**src/logic/cig_pkg.sv**
```systemverilog
package cig_pkg;

  // option register byte offsets
  localparam logic [3:0] CIG_OPT_OFS    = 4'h0;   // option enables
  localparam logic [3:0] CIG_STAT_OFS   = 4'h4;   // status, read only
  localparam logic [3:0] CIG_FRAME_OFS  = 4'h8;   // configuration frame push

  // option register field positions
  localparam int CIG_OPT_CLK  = 0;   // external start-up clock enable
  localparam int CIG_OPT_INIT = 1;   // init-complete output enable
  localparam int CIG_OPT_OE   = 2;   // chip-wide output enable
  localparam int CIG_OPT_CLR  = 3;   // chip-wide clear enable
  localparam int CIG_OPT_W    = 4;

  // status field positions
  localparam int CIG_ST_CFG   = 0;   // idle or configuration in progress
  localparam int CIG_ST_INIT  = 1;   // initialization running
  localparam int CIG_ST_USER  = 2;   // user mode
  localparam int CIG_ST_IOEN  = 3;   // global io enable after override
  localparam int CIG_ST_CLR   = 4;   // global clear asserted
  localparam int CIG_ST_W     = 5;

  localparam logic [CIG_OPT_W-1:0] CIG_OPT_RST = 4'h0;
  localparam logic [31:0]          CIG_ZERO32  = 32'h0000_0000;

  // initialization length in ticks: start-up clock rises, or system clock cycles with the clock option off
  localparam int CIG_INIT_TICKS = 16;

  typedef enum logic [1:0] {
    CIG_IDLE = 2'b00,   // restart held or waiting for first frame
    CIG_CFG  = 2'b01,   // receiving configuration frames
    CIG_INIT = 2'b10,   // initialization countdown
    CIG_USER = 2'b11    // user mode
  } cig_state_t;

endpackage

```
**src/logic/cig_config_init.sv**
```systemverilog
`timescale 1ns/1ps
`default_nettype none

module cig_config_init
  import cig_pkg::*;
#(
  parameter int FRAME_WORDS = 4,              // words per configuration frame
  parameter int INIT_TICKS  = CIG_INIT_TICKS  // initialization length
) (
  // clock and reset
  input  wire logic        clock,
  input  wire logic        resetn,
  // wishbone slave
  input  wire logic        wb_cyc_i,
  input  wire logic        wb_stb_i,
  input  wire logic        wb_we_i,
  input  wire logic [3:0]  wb_adr_i,
  input  wire logic [3:0]  wb_sel_i,
  input  wire logic [31:0] wb_dat_i,
  output logic      [31:0] wb_dat_o,
  output logic             wb_ack_o,
  // configuration restart pin
  input  wire logic        config_restart_n,
  // start-up clock pin
  input  wire logic        user_startup_clock_i,
  output logic             user_startup_clock_o,
  output logic             user_startup_clock_oe_n,
  output logic             user_startup_clock_pu,
  // init-complete pin, open drain
  input  wire logic        init_done_i,
  output logic             init_done_o,
  output logic             init_done_oe_n,
  output logic             init_done_pu,
  // chip-wide output enable pin
  input  wire logic        chipwide_output_enable_i,
  output logic             chipwide_output_enable_o,
  output logic             chipwide_output_enable_oe_n,
  output logic             chipwide_output_enable_pu,
  // chip-wide clear pin
  input  wire logic        chipwide_clear_n_i,
  output logic             chipwide_clear_n_o,
  output logic             chipwide_clear_n_oe_n,
  output logic             chipwide_clear_n_pu,
  // user io path for pins whose option is off
  output logic      [3:0]  user_pin_in,
  input  wire logic [3:0]  user_pin_out,
  input  wire logic [3:0]  user_pin_oe_n,
  // global overrides to the fabric
  output logic             global_io_enable,
  output logic             global_clear,
  output logic             user_mode
);

  localparam int CW = $clog2(INIT_TICKS + 1);
  localparam int FW = $clog2(FRAME_WORDS + 1);

  // reset synchroniser
  logic rst_s1_r;
  logic rst_s2_r;
  always_ff @(posedge clock or negedge resetn) begin
    if (!resetn) begin
      rst_s1_r <= 1'b0;
      rst_s2_r <= 1'b0;
    end else begin
      rst_s1_r <= 1'b1;
      rst_s2_r <= rst_s1_r;
    end
  end
  wire logic rst_n = rst_s2_r;

  // pin synchronisers: bit0 restart, 1 clock, 2 oe, 3 clear, 4 status readback
  logic [4:0] pin_s1_r;
  logic [4:0] pin_s2_r;
  always_ff @(posedge clock or negedge rst_n) begin
    if (!rst_n) begin
      pin_s1_r <= 5'h1f;   // idle-high levels, avoids false clear at start
      pin_s2_r <= 5'h1f;
    end else begin
      pin_s1_r <= {init_done_i, chipwide_clear_n_i, chipwide_output_enable_i,
                   user_startup_clock_i, config_restart_n};
      pin_s2_r <= pin_s1_r;
    end
  end
  wire logic restart_n_s = pin_s2_r[0];
  wire logic uclk_s      = pin_s2_r[1];
  wire logic oe_s        = pin_s2_r[2];
  wire logic clrn_s      = pin_s2_r[3];

  // option register, loaded by the first frame word
  logic [CIG_OPT_W-1:0] opt_r;
  logic                 opt_loaded_r;   // option bits programmed
  cig_state_t           state_r;
  logic [FW-1:0]        word_cnt_r;     // words seen in the current frame
  logic [CW-1:0]        init_cnt_r;     // initialization ticks remaining
  logic                 uclk_d_r;       // start-up clock edge detect

  wire logic wb_req   = wb_cyc_i && wb_stb_i && !wb_ack_o;
  wire logic wb_wr    = wb_req && wb_we_i && wb_sel_i[0];
  wire logic opt_wr   = wb_wr && (wb_adr_i == CIG_OPT_OFS) && (state_r != CIG_USER);
  wire logic frame_wr = wb_wr && (wb_adr_i == CIG_FRAME_OFS);
  wire logic uclk_rise = uclk_s && !uclk_d_r;
  // initialization pace: external clock edge or every internal cycle
  wire logic init_tick = opt_r[CIG_OPT_CLK] ? uclk_rise : 1'b1;

  // start-up clock edge detector, reads only the second stage
  // resets to the synchroniser's reset level so no false rise follows reset
  always_ff @(posedge clock or negedge rst_n) begin
    if (!rst_n) uclk_d_r <= 1'b1;
    else        uclk_d_r <= uclk_s;
  end

  // options: writable only before user mode, cleared by restart
  always_ff @(posedge clock or negedge rst_n) begin
    if (!rst_n) begin
      opt_r        <= CIG_OPT_RST;
      opt_loaded_r <= 1'b0;
    end else if (!restart_n_s) begin
      opt_r        <= CIG_OPT_RST;
      opt_loaded_r <= 1'b0;
    end else if (opt_wr) begin
      opt_r <= wb_dat_i[CIG_OPT_W-1:0];
    end else if (frame_wr && state_r == CIG_IDLE) begin
      opt_r        <= wb_dat_i[CIG_OPT_W-1:0];   // first frame carries options
      opt_loaded_r <= 1'b1;
    end
  end

  // configuration sequence
  always_ff @(posedge clock or negedge rst_n) begin
    if (!rst_n) begin
      state_r    <= CIG_IDLE;
      word_cnt_r <= '0;
      init_cnt_r <= '0;
    end else if (!restart_n_s) begin
      state_r    <= CIG_IDLE;   // restart aborts everything
      word_cnt_r <= '0;
      init_cnt_r <= '0;
    end else begin
      unique case (state_r)
        CIG_IDLE: begin
          if (frame_wr) begin
            state_r    <= CIG_CFG;
            word_cnt_r <= FW'(1);
          end
        end
        CIG_CFG: begin
          if (frame_wr) begin
            if (word_cnt_r == FW'(FRAME_WORDS - 1)) begin
              state_r    <= CIG_INIT;
              init_cnt_r <= CW'(INIT_TICKS);
            end else begin
              word_cnt_r <= word_cnt_r + FW'(1);
            end
          end
        end
        CIG_INIT: begin
          if (init_tick) begin
            if (init_cnt_r <= CW'(1)) state_r <= CIG_USER;
            else                      init_cnt_r <= init_cnt_r - CW'(1);
          end
        end
        CIG_USER: begin
          state_r <= CIG_USER;
        end
      endcase
    end
  end

  // pin functions; a pin is dedicated only with its option on
  wire logic dedicated_clk  = opt_r[CIG_OPT_CLK];
  wire logic dedicated_init = opt_r[CIG_OPT_INIT];
  wire logic dedicated_oe   = opt_r[CIG_OPT_OE];
  wire logic dedicated_clr  = opt_r[CIG_OPT_CLR];
  wire logic in_user        = (state_r == CIG_USER);
  wire logic [3:0] dedic    = {dedicated_clr, dedicated_oe, dedicated_init, dedicated_clk};

  // status driven low from option load until initialization ends
  wire logic init_pull_low = dedicated_init && opt_loaded_r && restart_n_s
                             && !in_user;

  // user io passthrough: tri-stated with pull-up until user mode
  // fabric sees the synchronised copies; two cycles of lag buys no metastable reads
  wire logic [3:0] pin_in_sync = {pin_s2_r[3], pin_s2_r[2], pin_s2_r[4], pin_s2_r[1]};
  logic [3:0] u_oe_n;
  logic [3:0] u_pu;
  always_comb begin
    for (int i = 0; i < 4; i++) begin
      u_oe_n[i] = dedic[i] || !in_user || user_pin_oe_n[i] || !global_io_enable;
      u_pu[i]   = !dedic[i] && !in_user;
    end
  end
  assign user_pin_in = pin_in_sync & ~dedic;

  assign user_startup_clock_o        = user_pin_out[0];
  assign user_startup_clock_oe_n     = u_oe_n[0];
  assign user_startup_clock_pu       = u_pu[0];
  // open drain: value low only, enable low only to pull low
  assign init_done_o    = dedicated_init ? 1'b0 : user_pin_out[1];
  assign init_done_oe_n = dedicated_init ? !init_pull_low : u_oe_n[1];
  assign init_done_pu   = u_pu[1];
  assign chipwide_output_enable_o    = user_pin_out[2];
  assign chipwide_output_enable_oe_n = u_oe_n[2];
  assign chipwide_output_enable_pu   = u_pu[2];
  assign chipwide_clear_n_o          = user_pin_out[3];
  assign chipwide_clear_n_oe_n       = u_oe_n[3];
  assign chipwide_clear_n_pu         = u_pu[3];

  // global overrides, active only with their options on
  assign global_io_enable = dedicated_oe ? oe_s : 1'b1;
  assign global_clear     = dedicated_clr && !clrn_s;
  assign user_mode        = in_user;

  // wishbone: registered ack one cycle after the request, then drop
  always_ff @(posedge clock or negedge rst_n) begin
    if (!rst_n) begin
      wb_ack_o <= 1'b0;
      wb_dat_o <= CIG_ZERO32;
    end else begin
      wb_ack_o <= wb_req;
      if (wb_req && !wb_we_i) begin
        unique case (wb_adr_i)
          CIG_OPT_OFS:  wb_dat_o <= {{(32-CIG_OPT_W){1'b0}}, opt_r};
          CIG_STAT_OFS: wb_dat_o <= {{(32-CIG_ST_W){1'b0}}, global_clear, global_io_enable,
                                     in_user, state_r == CIG_INIT,
                                     state_r == CIG_CFG || state_r == CIG_IDLE};
          default:      wb_dat_o <= CIG_ZERO32;   // unmapped and frame read as zero
        endcase
      end
    end
  end

endmodule

`default_nettype wire

```
**config.mk**
```make
export PLATFORM = sky130hd
export DESIGN_NAME = cig_config_init
export DESIGN_NICKNAME = d
export VERILOG_FILES = /design/src/logic/cig_pkg.sv /design/src/logic/cig_config_init.sv
export SDC_FILE = /design/constraint.sdc
export NUM_CORES = 1
export LEC_CHECK = 0
export ABC_AREA = 0
export BUFFER_PORTS_ARGS = -buffer_cell sky130_fd_sc_hd__buf_2
export CAP_MARGIN = 20
export CORE_MARGIN = 2
export CORE_UTILIZATION = 33
export CTS_CLUSTER_SIZE = 10
export DETAILED_ROUTE_END_ITERATION = 8
export PLACE_DENSITY = 0.73
export SLEW_MARGIN = 20
export SYNTH_ARGS = -nofsm -noshare
export SYNTH_HDL_FRONTEND = slang
export SYNTH_SLANG_ARGS = --single-unit
export TNS_END_PERCENT = 100
```
**constraint.sdc**
```tcl
create_clock -name clock -period 1.7 [get_ports clock]
set_input_delay 0.255 -clock clock [delete_from_list [all_inputs] [get_ports clock]]
set_output_delay 0.255 -clock clock [all_outputs]
set_load 0.05 [all_outputs]
```
==> run metrics <==
Post-synth ARST share=1.00; Final Hold Viols=0; post-route core utilization=0.446; MaxCap Viol Count=0; share of the synthesized area in the top cell type=0.303; Max Freq=573 MHz; RePlAce Congestion=0.867; # setup viols final=3; status=finished with violations; endpoint class of the critical path=primary output; gr ovfl total=0; WL per Instance=12.4 um; vias post-DR=1470; Post-Syn Area=between 1500 and 2000 um^2; Fill cells=531; number of diodes=0; part of the Yosys area used for sequential elements=0.455; critical path type=register to primary output; P_leak=1.19 nW; Initial DRC Count=82; root buffer cell=clkbuf_8; length of the first detailed-routing pass in iterations=4; latest clock arrival within the worst-skew pair=290 ps; Worst Skew=~3.6 ps; hpwl dp=between 2 and 3 mm; buffer depth of the longest clock path=2; TNS Setup=-86.5 ps; DRC Markers=0; worst min path class=input pin to register; Sink Count=34; Synth area leader=dfrtp_1; failing checks=setup timing; Post-Syn Instances=185; Post-Layout Inst Area=approximately 2500 um^2; critical path arrival=1490 ps; Worst R2R Setup Slack=20 ps; antenna violations before repair=0; share of cells above drive strength 1=0.442; fin cells=321; fin crit period=1750 ps; CTS Buf Count=5; worst setup margin=-45.0 ps; Die Width=79.9 um; Vias/cell=4.58; RSZ-0062 raised after global routing=yes; CP Cell Sequence=nand2b_4 > nand2_4 > or3_4 > buf_6; Post-DP Area=2220 um^2; EDFF count, synth=0; final cycle utilization of the critical path=1.03; Worst Setup Start Kind=register; Clock transition at path regs=70 ps; hold_sp=init_done_i; cell area power density=827 nW/um^2; Slew Viols, Final=0; top cells by area in the synthesized netlist=dfrtp_1 (30%), dfstp_2 (15%), buf_4 (12%); Req. time, crit path=roughly 1400 ps; Rows=27; CP max stage delay=roughly 530 ps; Detail Route Antenna Nets=0; Yosys reg bits=34; die area=~6400 um^2; CTS H-Tree Depth=2; Net count, final=310; Synth Flop Type=dfrtp_1; Overall Global Routing Usage=0.130; Warnings, synthesis=0; I/O Buffers=45; post-synth cell types=46; crit-path max FO=3; Core Area=5540 um^2; first-pass GRT wire length=roughly 6.4 mm; I/O Pins=110; area delta synth->final=30.0%; largest net degree at the start of global routing=18; Crit. Startpoint=pin_s2_r[2]$_DFF_PN1_; slowest CP cell=dfstp_2; syn avg cell area=10.3 um^2; Routed WL=approximately 4.0 mm; dpl cells=between 300 and 400; die height=79.9 um; Starting Density=0.343; FF-to-FF Start=init_cnt_r[1]$_DFFE_PN0P_; worst vdd ir=0.718 mV; via count of the first global-routing pass=1373; CTS tree=yes
stage by stage:
stage / hold slack, ps / setup WS, ps / power [mW]
floorplan: -40.6 / -83.5 / 1.17
global placement: 41.9 / 22.2 / 1.16
detailed placement: 43.0 / -24.4 / 1.16
CTS: 47.8 / -51.6 / 2.07
global route: 35.0 / -93.4 / 2.13
finish: 59.9 / -45.0 / 2.04
flip-flops by register name, summed over array words and instances (netlist names):
register      flops
init_cnt_r        5
pin_s1_r          5
pin_s2_r          5
wb_dat_o          5
dedic             4
word_cnt_r        3
state_r           2
opt_loaded_r      1
rst_n             1
rst_s1_r          1
uclk_d_r          1
wb_ack_o          1
logic make-up after synthesis:
family | share of synthesized area
buffers and inverters | 0.152
other | 0.00395
AND/OR/NAND/NOR | 0.188
flip-flops | 0.455
AO/OA/AOI/OAI | 0.114
adder cells (fa/ha/maj) | 0.0263
multiplexers | 0.0606
critical path: cells and delay by family, from the launching register on:
family | cells | cell delay (ps)
buf+inv | 1 | 160
flops | 1 | 530
simple gates | 3 | 510
final cells by class:
cell class              count  area [um^2]  area share
clock buffers               5         68.8      0.0279
multi-input cells         134          927       0.375
inverters                   9         37.5      0.0152
clock inverters             3         68.8      0.0279
flip-flops and latches     34          867       0.351
well taps                  72         90.1      0.0365
repair buffers             64          410       0.166
power breakdown:
part | switching (mW) | leakage (nW) | internal (mW)
Combinational | 0.236 | 0.694 | 0.0634
Clock | 0.303 | 0.0683 | 0.587
Sequential | 0.0117 | 0.425 | 0.842
Total | 0.550 | 1.19 | 1.49
timing repair:
action / in CTS / in global routing
setup endpoints to repair: 8 / 10
hold buffers: 1 / 0
pin swaps: 0 / 2
gates resized for setup: 15 / 7
buffers inserted: 1 / 2
hold endpoints to repair: 2 / 0
cells in the mapped netlist, types with 2 or more instances:
master,instances
buf_4,30
dfrtp_1,23
nor2_1,16
nand2_1,13
dfstp_2,11
mux2i_1,10
inv_1,8
nor2b_1,8
or3_1,6
a21oi_1,5
o31ai_1,5
ha_1,4
nand2b_1,4
nor3_1,4
and2b_2,2
buf_6,2
clkbuf_1,2
conb_1,2
nand4_1,2
o21ai_0,2
layer usage:
metal  part of all wire  track usage  vias up
met5                  0            0        -
met4             0.0030       0.0508        0
met3              0.059       0.0305        2
met2               0.48        0.213       57
met1               0.45        0.165      707
li1                   -            -      704
cell usage in the layout (no fill, tap or decap), types with 2 or more instances in the layout:
master	synthesis	layout
buf_2	0	38
conb_1	2	28
dfrtp_1	23	21
buf_4	30	19
nor2_1	16	12
nand2_1	13	11
dfstp_2	11	11
mux2i_1	10	10
nor2b_1	8	8
inv_1	8	7
buf_6	2	6
or3_1	6	5
o31ai_1	5	5
clkbuf_8	0	5
nor2_2	0	4
a21oi_1	5	4
nand2b_1	4	3
nor3_1	4	3
ha_1	4	3
nand2_4	0	2
and2b_2	2	2
o21ai_0	2	2
nand4_1	2	2
bufinv_16	0	2
dfrtp_2	0	2
worst paths after layout:
| path | to | cells past startpoint |
|---|---|---|
| setup / recovery | chipwide_clear_n_oe_n | 4 |
| hold / removal | pin_s1_r[4]$_DFF_PN1_ | 1 |
| setup reg to reg | init_cnt_r[1]$_DFFE_PN0P_ | 6 |
| hold reg to reg | init_cnt_r[2]$_DFFE_PN0P_ | 1 |
| max in group asynchronous | pin_s2_r[3]$_DFF_PN1_ | 1 |
| min in group asynchronous | init_cnt_r[2]$_DFFE_PN0P_ | 1 |
No activity file was read; power rests on OpenSTA's default activity.
